<file path="src/hdl/lcd_seq_cfg.svh">
// Offsets, field positions, reset values and timing counts of the sequencer
// Assumes a 200 MHz core clock and a 32-bit APB register bus
`ifndef LCD_SEQ_CFG_SVH
`define LCD_SEQ_CFG_SVH

`define CLK_MHZ          200
`define OCP_TIME_US      16000
`define OCP_CYCLES       (`OCP_TIME_US * `CLK_MHZ)

`define NUM_SINKS        6
`define APB_AW           8

`define REG_CTRL         8'h00
`define REG_STATUS       8'h04

`define CTRL_BL_ALLOW    0
`define CTRL_MASK_LSB    8
`define CTRL_RESET       32'h0000_3f01

`define ST_BIAS_LSB      0
`define ST_BL_RUN        4
`define ST_LATCHED       5
`define ST_ALL_OPEN      6
`define ST_OVP_REG       7
`define ST_OPEN_LSB      8
`define ST_SOVP_LSB      16
`define ST_PANEL_RST     24
`define ST_REF_PG        25

`endif

</file>
<file path="src/hdl/lcd_seq_pkg.sv">
// Types shared by the sequencer modules
// Assumes lcd_seq_cfg.svh is on the include path
package lcd_seq_pkg;

	typedef enum logic [1:0] {
		BIAS_OFF   = 2'b00,
		BIAS_SOFT  = 2'b01,
		BIAS_DELAY = 2'b10,
		BIAS_RUN   = 2'b11
	} bias_state_t;

	typedef logic [5:0] sink_mask_t;

endpackage

</file>
<file path="src/hdl/sync3.sv">
// Three-stage synchroniser with agreement filter for asynchronous inputs
// Assumes inputs come from pins or analog comparators outside ref_clk
module sync3 #(
	parameter int W = 1
) (
	// Clock and reset
	input  wire logic         ref_clk,
	input  wire logic         rst,
	// Asynchronous in, filtered out
	input  wire logic [W-1:0] async_in,
	output logic      [W-1:0] sync_out
);

	logic [W-1:0] s1_ff;
	logic [W-1:0] s2_ff;
	logic [W-1:0] s3_ff;
	logic [W-1:0] nxt_sync_out;

	// A bit changes only once the second and third stages agree
	assign nxt_sync_out = (sync_out & (s2_ff ^ s3_ff)) | (s3_ff & ~(s2_ff ^ s3_ff));

	always_ff @(posedge ref_clk) begin
		if (rst) begin
			s1_ff    <= '0;
			s2_ff    <= '0;
			s3_ff    <= '0;
			sync_out <= '0;
		end else begin
			s1_ff    <= async_in;
			s2_ff    <= s1_ff;
			s3_ff    <= s2_ff;
			sync_out <= nxt_sync_out;
		end
	end

endmodule

</file>
<file path="src/hdl/ocp_timer.sv">
// Persistence timer for boost switch overcurrent
// Assumes oc is already synchronised to ref_clk
module ocp_timer #(
	parameter int CYCLES = 3200000
) (
	// Clock and reset
	input  wire logic ref_clk,
	input  wire logic rst,
	// Overcurrent while the boost runs
	input  wire logic oc,
	output logic      expired
);

	localparam int CW = $clog2(CYCLES + 1);
	localparam logic [CW-1:0] LAST = CW'(CYCLES - 1);

	logic [CW-1:0] cnt_ff;
	logic [CW-1:0] nxt_cnt;
	wire           at_last = (cnt_ff == LAST);

	// Counter restarts whenever the overcurrent clears
	assign nxt_cnt = !oc ? '0 : (at_last ? cnt_ff : cnt_ff + CW'(1));

	always_ff @(posedge ref_clk) begin
		if (rst) begin
			cnt_ff  <= '0;
			expired <= 1'b0;
		end else begin
			cnt_ff  <= nxt_cnt;
			expired <= oc && at_last;
		end
	end

endmodule

</file>
<file path="src/hdl/lcd_bias_backlight_sequencer.sv">
// Bias supply and six-string backlight start, stop and fault sequencer
// Assumes comparator results arrive asynchronously; registers over APB
`include "lcd_seq_cfg.svh"
module lcd_bias_backlight_sequencer
	import lcd_seq_pkg::*;
#(
	parameter int OCP_CYCLES = `OCP_CYCLES
) (
	// Clock and reset
	input  wire logic                   ref_clk,
	input  wire logic                   rst,
	// APB slave
	input  wire logic                   psel,
	input  wire logic                   penable,
	input  wire logic                   pwrite,
	input  wire logic [`APB_AW-1:0]     paddr,
	input  wire logic [31:0]            pwdata,
	output logic      [31:0]            prdata,
	output logic                        pready,
	output logic                        pslverr,
	// Bias section comparators
	input  wire logic                   bias_input_ok,
	input  wire logic                   internal_enable,
	input  wire logic                   ref_in_regulation,
	input  wire logic                   source_supply_pgood,
	input  wire logic                   shaping_delay_pin_done,
	input  wire logic                   voltage_detect_above_hyst,
	input  wire logic                   voltage_detect_below_thr,
	input  wire logic                   flicker_control_in,
	// Backlight section comparators
	input  wire logic                   bl_input_ok,
	input  wire logic                   backlight_output_margin,
	input  wire logic                   bl_enable,
	input  wire logic                   backlight_output_ovp,
	input  wire logic                   sink_below_target,
	input  wire logic                   switch_overcurrent,
	input  wire lcd_seq_pkg::sink_mask_t sink_channel_zero,
	input  wire lcd_seq_pkg::sink_mask_t sink_channel_ovp,
	// Bias section controls
	output logic                        source_supply_boost_en,
	output logic                        ref_en,
	output logic                        common_voltage_buffer_en,
	output logic                        charge_pumps_en,
	output logic                        shaping_delay_pin_chg,
	output logic                        shaped_gate_out,
	output logic                        panel_reset_n,
	output logic                        ref_pgood,
	// Backlight section controls
	output logic                        bl_boost_en,
	output logic                        bl_softstart,
	output logic                        bl_ovp_regulate,
	output lcd_seq_pkg::sink_mask_t     sink_channel_en,
	output lcd_seq_pkg::sink_mask_t     sink_channel_fb
);

	localparam int NI = 14 + 2 * `NUM_SINKS;

	// Synchronised inputs
	logic [NI-1:0] raw_in;
	logic [NI-1:0] syn;
	assign raw_in = {sink_channel_ovp, sink_channel_zero, switch_overcurrent, sink_below_target,
		backlight_output_ovp, bl_enable, backlight_output_margin, bl_input_ok, flicker_control_in,
		voltage_detect_below_thr, voltage_detect_above_hyst, shaping_delay_pin_done, source_supply_pgood,
		ref_in_regulation, internal_enable, bias_input_ok};

	sync3 #(.W(NI)) u_sync (
		.ref_clk  (ref_clk),
		.rst      (rst),
		.async_in (raw_in),
		.sync_out (syn)
	);

	wire        bias_ok_s  = syn[0];
	wire        int_en_s   = syn[1];
	wire        ref_reg_s  = syn[2];
	wire        src_pg_s   = syn[3];
	wire        dly_done_s = syn[4];
	wire        det_hi_s   = syn[5];
	wire        det_lo_s   = syn[6];
	wire        flk_s      = syn[7];
	wire        bat_ok_s   = syn[8];
	wire        margin_s   = syn[9];
	wire        en_s       = syn[10];
	wire        ovp_s      = syn[11];
	wire        below_s    = syn[12];
	wire        oc_s       = syn[13];
	sink_mask_t zero_s;
	sink_mask_t sovp_s;
	assign zero_s = syn[19:14];
	assign sovp_s = syn[25:20];

	// Sequencer held in reset while bias lockout is active
	wire seq_rst = rst || !bias_ok_s;

	// Registers
	logic [31:0] ctrl_ff;
	sink_mask_t  ch_mask;
	wire         bl_allow = ctrl_ff[`CTRL_BL_ALLOW];
	assign ch_mask = ctrl_ff[`CTRL_MASK_LSB +: `NUM_SINKS];

	// Bias sequencer
	bias_state_t state_ff;
	bias_state_t nxt_state;
	always_comb begin
		nxt_state = state_ff;
		unique case (state_ff)
			BIAS_OFF:   if (int_en_s) nxt_state = BIAS_SOFT;
			BIAS_SOFT:  if (src_pg_s) nxt_state = BIAS_DELAY;
			BIAS_DELAY: if (dly_done_s) nxt_state = BIAS_RUN;
			BIAS_RUN:   nxt_state = BIAS_RUN;
		endcase
		if (!int_en_s) begin
			nxt_state = BIAS_OFF;
		end
	end

	wire bias_on = (nxt_state != BIAS_OFF);
	wire nxt_ref_pgood = ref_en && ref_reg_s;

	always_ff @(posedge ref_clk) begin
		if (seq_rst) begin
			state_ff                 <= BIAS_OFF;
			source_supply_boost_en   <= 1'b0;
			ref_en                   <= 1'b0;
			common_voltage_buffer_en <= 1'b0;
			charge_pumps_en          <= 1'b0;
			shaping_delay_pin_chg    <= 1'b0;
			ref_pgood                <= 1'b0;
		end else begin
			state_ff                 <= nxt_state;
			source_supply_boost_en   <= bias_on;
			ref_en                   <= bias_on;
			common_voltage_buffer_en <= bias_on;
			charge_pumps_en          <= bias_on;
			shaping_delay_pin_chg    <= (nxt_state == BIAS_DELAY) || (nxt_state == BIAS_RUN);
			ref_pgood                <= nxt_ref_pgood;
		end
	end

	// Reset output and shaped gate stay alive below lockout
	logic nxt_panel_reset_n;
	logic nxt_shaped_gate;
	assign nxt_panel_reset_n = (det_lo_s || !bias_ok_s) ? 1'b0 :
		(det_hi_s ? 1'b1 : panel_reset_n);
	assign nxt_shaped_gate = det_lo_s ? 1'b1 :
		((state_ff == BIAS_RUN && bias_ok_s) ? flk_s : 1'b0);

	always_ff @(posedge ref_clk) begin
		if (rst) begin
			panel_reset_n   <= 1'b0;
			shaped_gate_out <= 1'b0;
		end else begin
			panel_reset_n   <= nxt_panel_reset_n;
			shaped_gate_out <= nxt_shaped_gate;
		end
	end

	// Backlight enable and latched shutdown
	logic       latched_ff;
	logic       all_open_ff;
	logic       en_d_ff;
	sink_mask_t open_ff;
	sink_mask_t sovp_ff;
	wire        ocp_expired;
	wire        bl_cond = bat_ok_s && ref_pgood && margin_s && en_s && bl_allow;
	wire        bl_go = bl_cond && !latched_ff && !all_open_ff;
	wire        en_fall = en_d_ff && !en_s;
	wire        latch_clr = !bat_ok_s || en_fall;

	ocp_timer #(.CYCLES(OCP_CYCLES)) u_ocp (
		.ref_clk (ref_clk),
		.rst     (rst),
		.oc      (oc_s && bl_boost_en),
		.expired (ocp_expired)
	);

	// Open and overvoltage channel tracking
	sink_mask_t new_open;
	sink_mask_t nxt_open;
	sink_mask_t nxt_sovp;
	sink_mask_t live;
	assign new_open = (ovp_s && bl_boost_en) ? (zero_s & sink_channel_fb) : '0;
	assign nxt_open = bl_boost_en ? (open_ff | new_open) : '0;
	assign nxt_sovp = bl_boost_en ? (sovp_ff | (sovp_s & sink_channel_en)) : '0;
	assign live = ch_mask & ~nxt_open & ~nxt_sovp;
	wire all_gone = bl_boost_en && (ch_mask != '0) && ((ch_mask & ~nxt_open) == '0);

	always_ff @(posedge ref_clk) begin
		if (rst) begin
			latched_ff  <= 1'b0;
			all_open_ff <= 1'b0;
			en_d_ff     <= 1'b0;
		end else begin
			en_d_ff     <= en_s;
			latched_ff  <= ocp_expired || (latched_ff && !latch_clr);
			all_open_ff <= all_gone || (all_open_ff && !latch_clr);
		end
	end

	always_ff @(posedge ref_clk) begin
		if (rst) begin
			bl_boost_en     <= 1'b0;
			bl_softstart    <= 1'b0;
			bl_ovp_regulate <= 1'b0;
			open_ff         <= '0;
			sovp_ff         <= '0;
			sink_channel_en <= '0;
			sink_channel_fb <= '0;
		end else begin
			bl_boost_en     <= bl_go && !all_gone && !ocp_expired;
			bl_softstart    <= bl_go && !bl_boost_en;
			bl_ovp_regulate <= bl_go && ovp_s && below_s && (new_open == '0);
			open_ff         <= nxt_open;
			sovp_ff         <= nxt_sovp;
			sink_channel_en <= (bl_go && !all_gone && !ocp_expired) ? (ch_mask & ~nxt_sovp) : '0;
			sink_channel_fb <= (bl_go && !all_gone && !ocp_expired) ? live : '0;
		end
	end

	// APB slave, no wait states
	wire         setup    = psel && !penable;
	wire         access   = psel && penable && pready;
	wire         hit_ctrl = (paddr == `REG_CTRL);
	wire         hit_stat = (paddr == `REG_STATUS);
	logic [31:0] status_w;
	logic [31:0] rd_mux;
	assign status_w = {6'h00, ref_pgood, panel_reset_n, 2'h0, sovp_ff, 2'h0, open_ff,
		bl_ovp_regulate, all_open_ff, latched_ff, bl_boost_en, 2'h0, state_ff};
	assign rd_mux = hit_ctrl ? ctrl_ff : (hit_stat ? status_w : 32'h0000_0000);

	always_ff @(posedge ref_clk) begin
		if (rst) begin
			ctrl_ff <= `CTRL_RESET;
			prdata  <= 32'h0000_0000;
			pready  <= 1'b0;
			pslverr <= 1'b0;
		end else begin
			pready  <= setup;
			pslverr <= setup && !hit_ctrl && !hit_stat;
			prdata  <= (setup && !pwrite) ? rd_mux : 32'h0000_0000;
			if (access && pwrite && hit_ctrl) begin
				ctrl_ff <= pwdata;
			end
		end
	end
endmodule

</file>
<file path="config.mk">
export PLATFORM = sky130hd
export DESIGN_NAME = lcd_bias_backlight_sequencer
export DESIGN_NICKNAME = d
export VERILOG_FILES = /design/src/hdl/lcd_seq_pkg.sv /design/src/hdl/sync3.sv /design/src/hdl/ocp_timer.sv /design/src/hdl/lcd_bias_backlight_sequencer.sv
export VERILOG_INCLUDE_DIRS = /design/src /design/src/hdl
export SDC_FILE = /design/constraint.sdc
export NUM_CORES = 1
export LEC_CHECK = 0
export ABC_AREA = 1
export BUFFER_PORTS_ARGS = -buffer_cell sky130_fd_sc_hd__buf_4
export CORE_UTILIZATION = 45
export DETAILED_ROUTE_END_ITERATION = 6
export GPL_TIMING_DRIVEN = 0
export PLACE_DENSITY = 0.64
export SLEW_MARGIN = 20
export SYNTH_ARGS = -nofsm -noshare
export SYNTH_HDL_FRONTEND = slang
export SYNTH_SLANG_ARGS = --single-unit
</file>
<file path="constraint.sdc">
create_clock -name ref_clk -period 2 [get_ports ref_clk]
set_input_delay 0.3 -clock ref_clk [delete_from_list [all_inputs] [get_ports ref_clk]]
set_output_delay 0.3 -clock ref_clk [all_outputs]
set_load 0.05 [all_outputs]
</file>
-- Word-level counts from Yosys, hierarchy flattened
Cells that the tools add are included.
- flip-flop bits (word level): 230
- latch bits: 0
- RAM bits: 0
- memory bits (read-only): 0
- output and inout bits: 57
- logic and storage cells: 121
- memories kept: 0
- $add $sub $neg: 1
- multipliers: 0
- divide/modulo/power cells: 0
- magnitude comparators: 0
- eq/ne operators: 7
- shifts and indexed selects: 0
- muxes and demuxes: 11
- bitwise logic cells: 17
- reduce and logical (&&, ||, !) cells: 59
- operators with widths (kind ; number):
    $and 26x26->26 ; 2
    $mux 32 ; 1
    $and 6x6->6 ; 5
    $logic_and 1x1->1 ; 30
    $mux 26 ; 1
    $not 26->26 ; 1
    $or 26x26->26 ; 1
    $xor 26x26->26 ; 1
    $add 22x1->22 const B ; 1
    $eq 22x22->1 const B ; 1
    $mux 6 ; 3
    $logic_not 1->1 ; 13
    $logic_not 6->1 ; 2
    $not 6->6 ; 2
    $or 6x6->6 ; 2
    $eq 2x2->1 const B ; 4
    $eq 8x3->1 const B ; 1
    $logic_not 8->1 ; 1
    $pmux 2 s4 ; 1
    $reduce_or 2->1 ; 4
    $logic_or 1x1->1 ; 6
    $mux 2 ; 3
    $reduce_bool 6->1 ; 1
    $not 1->1 ; 3
    other kinds (4) ; 5

-- Depth between registers and ports, before layout
Gate-level depths: netlist of the first run.
- word-level depth: 13
- mapped depth: 10
- gate-level depth less buffers: 9

-- By module
Synthesis of the first run repeated with hierarchy kept, for this count alone.
- cell total of the unflattened synthesis: 1030
- area total of the unflattened synthesis: 8276.7 um^2
- by module, submodules not included (module ; times used ; cells each ; area an instance (um^2) ; sequential area each (um^2)):
    lcd_bias_backlight_sequencer ; 1 ; 468 ; 3741.1 ; 2062.0
    sync3 ; 1 ; 350 ; 3124.2 ; 2082.0
    ocp_timer ; 1 ; 212 ; 1411.4 ; 460.4

-- Worst setup path after synthesis of the first run
OpenSTA, ideal clock, no wires.
- path type: reg2reg
- start point: register bl_boost_en
- end point: register sink_channel_en[1]
- setup time: 0.116 ns
- data arrival time: 1.603 ns
- required time: 1.884 ns
- setup slack: 0.281 ns
- stages on the path, launching flop included: 11
- buffers on the path: 1
- clock period less this slack: 1.719 ns
- path through: dfxtp_1 > buf_2 > nand2_1 > nor2_1 > inv_1 > nand2_1 > nor2_1 > nor2_1 > nand2_1 > nand2_1 > nor2_1
- cells in the longest elaborated chain, start to end: 13
- elaborated cells on any way between the ends: 17
- those cells by class: 3 x mux; 6 x bitwise; 8 x reduce/logical
- ends and longest elaborated chain (element ; line ; text):
    start, declared ; lcd_bias_backlight_sequencer.sv:49 ; output logic bl_boost_en,
    start signal, assigned ; lcd_bias_backlight_sequencer.sv:210 ; bl_boost_en <= bl_go && !all_gone && !ocp_expired;
    $logic_and 1x1->1 ; lcd_bias_backlight_sequencer.sv:182 ; assign new_open = (ovp_s && bl_boost_en) ? (zero_s & sink_channel_fb) : '0;
    $mux 6 ; lcd_bias_backlight_sequencer.sv:182 ;
    $or 6x6->6 ; lcd_bias_backlight_sequencer.sv:183 ; assign nxt_open = bl_boost_en ? (open_ff | new_open) : '0;
    $mux 6 ; lcd_bias_backlight_sequencer.sv:183 ;
    $not 6->6 ; lcd_bias_backlight_sequencer.sv:186 ; wire all_gone = bl_boost_en && (ch_mask != '0) && ((ch_mask & ~nxt_open) == '0);
    $and 6x6->6 ; lcd_bias_backlight_sequencer.sv:186 ;
    $logic_not 6->1 ; lcd_bias_backlight_sequencer.sv:186 ;
    $logic_and 1x1->1 ; lcd_bias_backlight_sequencer.sv:186 ;
    $logic_not 1->1 ; lcd_bias_backlight_sequencer.sv:215 ; sink_channel_en <= (bl_go && !all_gone && !ocp_expired) ? (ch_mask & ~nxt_sovp) : '0;
    $logic_and 1x1->1 (2 in a row) ; lcd_bias_backlight_sequencer.sv:215 ;
    $not 1->1 (no source line) ; n/a ;
    $reduce_or 2->1 (no source line) ; n/a ;
    end signal, assigned ; lcd_bias_backlight_sequencer.sv:215 ;
    end, declared ; lcd_bias_backlight_sequencer.sv:52 ; output lcd_seq_pkg::sink_mask_t sink_channel_en,
Parallel ways exist; a longest one is shown, timed or not.
A chain may end at the register's enable or synchronous reset.

-- Worst setup path in the final report of the first run
- start point: register u_ocp.cnt_ff[0]
- end point: register u_ocp.cnt_ff[10]
- cells in the longest elaborated chain, start to end: 1
- elaborated cells on any way between the ends: 2
- those cells by class: 1 x add/sub; 1 x eq/ne
- ends and longest elaborated chain (element ; line ; text):
    start, declared ; ocp_timer.sv:17 ; logic [CW-1:0] cnt_ff;
    start signal, assigned ; ocp_timer.sv:29 ; cnt_ff <= nxt_cnt;
    $add 22x1->22 / $eq 22x22->1 (equally long branches) ; ocp_timer.sv:22, ocp_timer.sv:19 ;
Parallel ways exist; a longest one is shown, timed or not.

==> summary.md, run 1 <==
| Metric | Value |
|---|---|
| Status | complete, no violations |
| First-pass GRT wire length | 29100 um |
| Synth Register Bits | 230 |
| FMAX | 555 MHz |
| CTS HTree Levels | 1 |
| Period utilisation layout | 90.0% |
| Placeable core area | 17200 um^2 |
| Worst EP required | 2.36 ns |
| # port buffers | 127 |
| Initial antenna violation count | 0 |
| Layout area overhead | 27.9% |
| Total Power | 9.17 mW |
| CP max FO | 8 |
| Vias in the first global route | 5993 |
| VDD IR max | 0.678 mV |
| Setup crit start kind | flop |
| Chip width | 134 um |
| Critical path class | flop to flop |
| Clk Latency, worst-skew pair | 0.51 ns |
| Max Root-Sink Buffers | 3 |
| Layout Skew | 0.0227 ns |
| Post-synth top area share | 58.5% |
| Synthesized Nets | 1045 |
| Area leader, netlist | dfxtp_1 |
| Nets | 1219 |
| Hold WC Path Type | primary input to flop |
| CP Data Arrival Time | 2.16 ns |
| Final hold violation count | 0 |
| Synth area leaders | dfxtp_1 58%, nor2_1 9.3%, inv_1 7.6% |
| DP Cell Count | 1325 |
| Sink Count | 230 |
| First DRT Iteration DRCs | 313 |
| Largest net degree at the start of global routing | 15 |
| Post-route insts no fill | 1387 |
| Min Clock Period, post-route | 1.80 ns |
| Drc violations | 0 |
| Share of cells above drive strength 1 | 16.7% |
| CTS clk-pin slew, worst paths | 0.06 ns |
| Syn Area/Cell | 8.09 um^2 |
| I/O Pins | 128 |
| Seq/Total Area, Yosys | 58.5% |
| Initial Util | 45.9% |
| Place WS | 0.103 ns |
| Max-slew headroom | 51.6% |
| Vias per cell | 4.60 |
| RSZ-0062 raised after global routing | false |
| Die Y | 134 um |
| Antenna cell count | 0 |
| Average wire per standard cell | 12.7 um |
| Worst setup margin | 0.199 ns |
| Row count | 48 |
| Yosys warns | 0 |
| Netlist cell types | 30 |
| Total track usage | 20.0% |
| Routed Antenna Nets | 0 |
| Die area | 18000 um^2 |
| DR vias | 6384 |
| Placer Congestion | 0.870 |
| Nature of the critical path endpoint | flop |
| TritonCTS buffer count | 23 |
| Cell count after synthesis | 973 |
| GR Overflow Total | 0 |
| Max-Cap Viols | 0 |
| Pins Over Slew Limit | 0 |
| Dpl hpwl | 12500 um |
| Worst-Margin Slew | 0.727 ns |
| Power Density | 910 nW/um^2 |
| Fin Hold WS | 0.0141 ns |
| Sum Neg Setup Slack | 0 ns |
| Routed WL | 17600 um |
| Final Setup Violations | 0 |
| DR pass1 iterations | 5 |
| CTS tree | done |
| Leak | 4.35 nW |
| Root buffer cell | clkbuf_16 |
| Mapped cell area | 7880 um^2 |
[path summary, 6_finish.rpt]
path,startpoint,to,slack [ns],cells after the start
setup / recovery,u_ocp.cnt_ff[0],u_ocp.cnt_ff[10],0.20,8
hold / removal,flicker_control_in,u_sync.s1_ff[7],0.01,3
setup reg to reg,u_ocp.cnt_ff[0],u_ocp.cnt_ff[10],0.20,8
hold reg to reg,u_sync.s1_ff[16],u_sync.s2_ff[16],0.38,2
[power by group]
group	switching (mW)	internal [mW]	total (mW)	leakage, nW
Sequential	0.0257	4.65	4.67	1.87
Combinational	0.151	0.159	0.310	2.12
Clock	1.70	2.48	4.19	0.366
[cell usage after synthesis (all sizes together)]
| cell | instances |
|---|---|
| a211oi | 7 |
| a21boi | 1 |
| a21oi | 56 |
| a31oi | 5 |
| buf | 14 |
| clkbuf | 21 |
| dfxtp | 230 |
| ha | 1 |
| inv | 163 |
| nand2 | 117 |
| nand3 | 44 |
| nand3b | 2 |
| nand4 | 15 |
| nor2 | 197 |
| nor3 | 16 |
| nor4 | 1 |
| o211ai | 3 |
| o21ai | 70 |
| o22ai | 3 |
| o32ai | 1 |
| or2 | 1 |
| xnor2 | 1 |
| xor2 | 4 |
[final cells by class]
cell class / count / area, um^2
inverters: 163 / 612
clock buffers: 30 / 632
multi-input cells: 545 / 2500
plain buffers: 35 / 165
clock inverters: 10 / 106
flip-flops and latches: 230 / 4600
repair buffers: 149 / 1170
well taps: 225 / 282
fillers: 1616 / 7100
[metal layers]
layer | track usage, % | wire length, um | vias to the layer above
li1 | - | - | 3373
met1 | 26.5 | 8360 | 2858
met2 | 34.1 | 8160 | 132
met3 | 3.17 | 813 | 21
met4 | 4.62 | 299 | 0
met5 | 0 | 0 | -
[kinds of logic (layout without fill, tap and decap cells)]
group                      count (synthesis)  in the layout  synth area share, %
DFF                                      230            230                 58.5
AOI/OAI and AO/OA                        146            146                 9.80
xor gates and xnor gates                   5              5                0.556
adders and majority gates                  1              1                0.159
buffers and inverters                    198            387                 9.85
and+or+nand+nor                          393            393                 21.2
[metrics by stage]
| stage | instance area (um^2) | utilization [%] |
|---|---|---|
| 2_1_floorplan | 7880 | - |
| 3_3_place_gp | 9110 | 53.0 |
| 3_5_place_dp | 9110 | 53.0 |
| 4_1_cts | 10000 | 58.5 |
| 5_1_grt | 10100 | 58.6 |
| 6_report | 10100 | 58.6 |
[cells in the final DEF (no fill, tap or decap), drive strengths merged, types with 4 or more instances in the layout]
| master | n |
|---|---|
| nand3 | 44 |
| dfxtp | 230 |
| clkbuf | 51 |
| nor3 | 16 |
| o21ai | 70 |
| inv | 164 |
| xor2 | 4 |
| a211oi | 7 |
| clkinv | 6 |
| a31oi | 5 |
| nor2 | 197 |
| a21oi | 56 |
| dlygate4sd3 | 20 |
| nand2 | 117 |
| nand4 | 15 |
| buf | 143 |
[worst max-delay path, cell delays in order (launching register included)]
cell and delay [ns]:
dfxtp_1 0.45, ha_1 0.28, nand2_1 0.11, nor2_2 0.19, nand2_1 0.10, inv_1 0.11
nand4_2 0.24, nand2_1 0.15, nor2_1 0.04
[timing repair]
action / in CTS / in global routing
resized for setup: 0 / 4
setup buffers: 0 / 2
hold endpoints to repair: 20 / 0
hold buffers: 20 / 0
setup endpoints to repair: 0 / 12
No activity file was read; power rests on OpenSTA's default activity.
==> run 2: changes to the inputs <==
--- a/config.mk
+++ b/config.mk
@@ -6,12 +6,13 @@
 export SDC_FILE = /design/constraint.sdc
 export NUM_CORES = 1
 export LEC_CHECK = 0
-export ABC_AREA = 1
 export BUFFER_PORTS_ARGS = -buffer_cell sky130_fd_sc_hd__buf_4
-export CORE_UTILIZATION = 45
+export CELL_PAD_IN_SITES_DETAIL_PLACEMENT = 0
+export CELL_PAD_IN_SITES_GLOBAL_PLACEMENT = 1
+export CORE_UTILIZATION = 43
 export DETAILED_ROUTE_END_ITERATION = 6
 export GPL_TIMING_DRIVEN = 0
-export PLACE_DENSITY = 0.64
+export PLACE_DENSITY_LB_ADDON = 0.05
 export SLEW_MARGIN = 20
 export SYNTH_ARGS = -nofsm -noshare
 export SYNTH_HDL_FRONTEND = slang
==> run 2 against run 1 <==
Compared with the run above: utilization shrank 1.1 points; combinational power shrank 12%; critical path depth shrank 3; count of clock-buffer cells in the layout grew 7; maximum frequency shrank 5.8%; die area grew 1.7%; sequential cell count is the same; hold slack lost 0.0037 ns; register-to-register slack lost 0.11 ns; non-clock buffer count grew 7; worst setup slack lost 0.11 ns; critical endpoint is now sink_channel_fb[0]; highest routed layer unchanged.
==> summary.md, run 2 <==
| Metric | Value |
|---|---|
| Status | complete, no violations |
| Min Clock Period, post-route | 1.91 ns (+0.112 ns) |
| DR vias | 5877 (-7.9%) |
| Setup crit start kind | flop |
| Initial Util | 44.1% (-1.8 points) |
| Main combinational cell family by area after synthesis | simple AND/OR/NAND/NOR gates |
| RSZ-0062 raised after global routing | false |
| I/O Pins | 128 (unchanged) |
| Adder-cell area share of the yosys netlist | 0.163% (+0.0046 points) |
| Dpl hpwl | 12800 um (+2.4%) |
| Largest net degree at the start of global routing | 14 (-1) |
| Synth area leaders | dfxtp_1 60%, nor2b_1 6.6%, mux2i_1 3.8% |
| Nature of the critical path endpoint | flop |
| CP Cell Sequence | and4b_1, nand4b_1, or2_2, clkbuf_1, nor4b_1 |
| Routed Antenna Nets | 0 (unchanged) |
| Multi-input logic area | 2850 um^2 (+14%) |
| Row count | 48 (unchanged) |
| Slowest Stage Delay on Critical Path | 0.40 ns (-0.05 ns) |
| CTS tree | done |
| Clk Latency, worst-skew pair | 0.52 ns (about the same) |
| DR pass1 iterations | 5 (unchanged) |
| Max Root-Sink Buffers | 3 (unchanged) |
| CP Data Arrival Time | 2.31 ns (+0.15 ns) |
| Synth Register Bits | 230 (unchanged) |
| Die area | 18300 um^2 (+1.7%) |
| Place WS | -0.297 ns (-0.400 ns) |
| Share of cells above drive strength 1 | 20.3% (+3.6 points) |
| Area leader, netlist | dfxtp_1 |
| Placer Congestion | 0.806 (-7.4%) |
| Synth top cells by count | 230 x dfxtp_1, 81 x nor2b_1, 57 x nor2_1, 50 x a21oi_1, 47 x nand2_1 |
| Syn Area/Cell | 10.2 um^2 (+26%) |
| Die Y | 135 um (+0.84%) |
| Seq/Total Area, Yosys | 60.2% (+1.7 points) |
| Hold WC Path Type | primary input to flop |
| Layout Skew | 0.0138 ns (-0.00884 ns) |
| Placeable core area | 17400 um^2 (+1.0%) |
| CTS HTree Levels | 1 (unchanged) |
| Cell count after synthesis | 751 (-23%) |
| Drc violations | 0 (unchanged) |
| Vias per cell | 5.02 (+9.0%) |
| First-pass GRT wire length | 28000 um (-3.8%) |
| Slowest cell on crit path | nor4b_1 |
| Pins Over Slew Limit | 0 (unchanged) |
| Layout area overhead | 30.5% |
| Total track usage | 19.2% (-0.76 points) |
| Complex-gate fraction of the synthesized area | 12.5% (+2.7 points) |
| CP Buf/Inv Count | 1 (unchanged) |
| VDD IR max | 0.585 mV (-14%) |
| GR Overflow Total | 0 (unchanged) |
| Initial antenna violation count | 0 (unchanged) |
| Fillers | 1538 (-4.8%) |
| Max-slew headroom | 55.6% (+4.1 points) |
| Routed WL | 17600 um (about the same) |
| Final Setup Violations | 0 (unchanged) |
| CP max FO | 10 (+2) |
| Max-Cap Viols | 0 (unchanged) |
| FMAX | 523 MHz (-5.8%) |
| Synth Area in Simple Gates | 20.4% (-0.78 points) |
| Register area | 4600 um^2 (unchanged) |
| Average wire per standard cell | 15.1 um (+19%) |
| Ys async rst share | 0% (unchanged) |
| Commonest non-fill, non-tap cells in the layout | 230 x dfxtp_1, 132 x buf_4, 81 x nor2b_1 |
| Worst setup margin | 0.0875 ns (-0.112 ns) |
| Worst EP required | 2.39 ns (+0.03 ns) |
| Period utilisation layout | 95.6% (+5.6 points) |
| Root buffer cell | clkbuf_16 |
| Final hold violation count | 0 (unchanged) |
| TritonCTS buffer count | 25 (+8.7%) |
| First DRT Iteration DRCs | 197 (-37%) |
| Main synth FF type | dfxtp_1 |
| Leak | 4.17 nW (-4.2%) |
| Fin Hold WS | 0.0104 ns (-0.00367 ns) |
| # port buffers | 127 (unchanged) |
| Post-synth top area share | 60.2% (+1.7 points) |
| Antenna cell count | 0 (unchanged) |
| Most common cell after layout, fill and taps aside | dfxtp_1 |
| Worst-Margin Slew | 0.666 ns (-0.0609 ns) |
| Mapped cell area | 7650 um^2 (-2.8%) |
| Chip width | 135 um (+0.84%) |
| Sink Count | 230 (unchanged) |
| Synthesized Nets | 823 (-21%) |
| Netlist cell types | 50 (+67%) |
| CTS clk-pin slew, worst paths | 0.06 ns (about the same) |
| Nets | 999 (-18%) |
| Critical path class | flop to flop |
| Power Density | 954 nW/um^2 (+4.8%) |
| Number of flops mapped to enable cells by yosys | 0 (unchanged) |
| CP top delay family | simple AND/OR/NAND/NOR gates |
| Top-count cell post-synth | dfxtp_1 |
| Vias in the first global route | 5579 (-6.9%) |
| Mux contribution to synthesized area | 3.79% (+3.8 points) |
| Post-synthesis xor/xnor area fraction | 0.114% (-0.44 points) |
| Yosys warns | 0 (unchanged) |
-- run 2: changes by cell type after synthesis, sizes merged, moves of 7 or more --
cell	before	now
a211o	0	7
a22o	0	20
and2	0	12
and3	0	14
clkbuf	21	29
inv	163	12
mux2i	0	29
nand2	117	47
nand3	44	9
nor2	197	57
nor2b	0	81
o21ai	70	45
-- run 2: area by class of cell --
type / instances / share of cell area (%)
flip-flops and latches: 230 / 46.1
multi-input cells: 467 / 28.5
repair buffers: 150 / 11.8
clock buffers: 37 / 7.62
well taps: 225 / 2.82
plain buffers: 41 / 1.79
clock inverters: 9 / 0.877
inverters: 12 / 0.451
-- run 2: cells by family (layout without fill, tap and decap cells) --
family          Yosys count  count (layout)
fa+ha+maj                 1               1
xor+xnor                  1               1
compound gates          154             154
mux                      29              29
simple gates            282             282
buf+inv                  54             249
flops                   230             230
-- run 2: per-layer routing --
metal / track usage [%] / part of all wire (%) / vias to the layer above
met4: 5.31 / 1.8 / 0
met2: 33.1 / 48 / 121
met3: 3.11 / 4.6 / 24
li1: - / - / 2967
met1: 24.7 / 45 / 2765
met5: 0 / 0 / -
-- run 2: through the flow --
step | power [mW] | setup TNS (ns) | instances | area (um^2) | util [%]
after global placement | 5.01 | -14.41 | 1103 | 8890 | 51.2
after CTS | 9.64 | 0 | 1171 | 9960 | 57.4
final | 9.53 | 0 | 1171 | 9990 | 57.5
after floorplan | 4.86 | 0 | 751 | 7650 | -
after global routing | 9.86 | 0 | 1171 | 9990 | 57.5
after detailed placement | 5.02 | -20.05 | 1103 | 8890 | 51.2
-- run 2: timing repair --
| action | in CTS | in global routing |
|---|---|---|
| endpoints found under the setup margin | 10 | 17 |
| pin swaps | 0 | 0 |
| hold buffers | 22 | 0 |
| setup buffers | 0 | 1 |
| cloned | 0 | 0 |
| resized for setup | 1 | 9 |
| hold endpoints to repair | 22 | 0 |
-- run 2: final timing paths --
check / cells past startpoint / slack (ns) / endpoint / from
max: 5 / 0.09 / sink_channel_fb[0] / ref_pgood
min: 2 / 0.01 / u_sync.s1_ff[22] / sink_channel_ovp[2]
max reg2reg: 5 / 0.09 / sink_channel_fb[0] / ref_pgood
min reg2reg: 1 / 0.43 / u_sync.s2_ff[4] / u_sync.s1_ff[4]
-- run 2: power by group --
part           total, mW  internal [mW]  switching (mW)  leakage (nW)
sequential          4.67           4.65          0.0239          1.87
clock               4.59           2.77            1.82         0.422
combinational      0.273          0.161           0.112          1.88
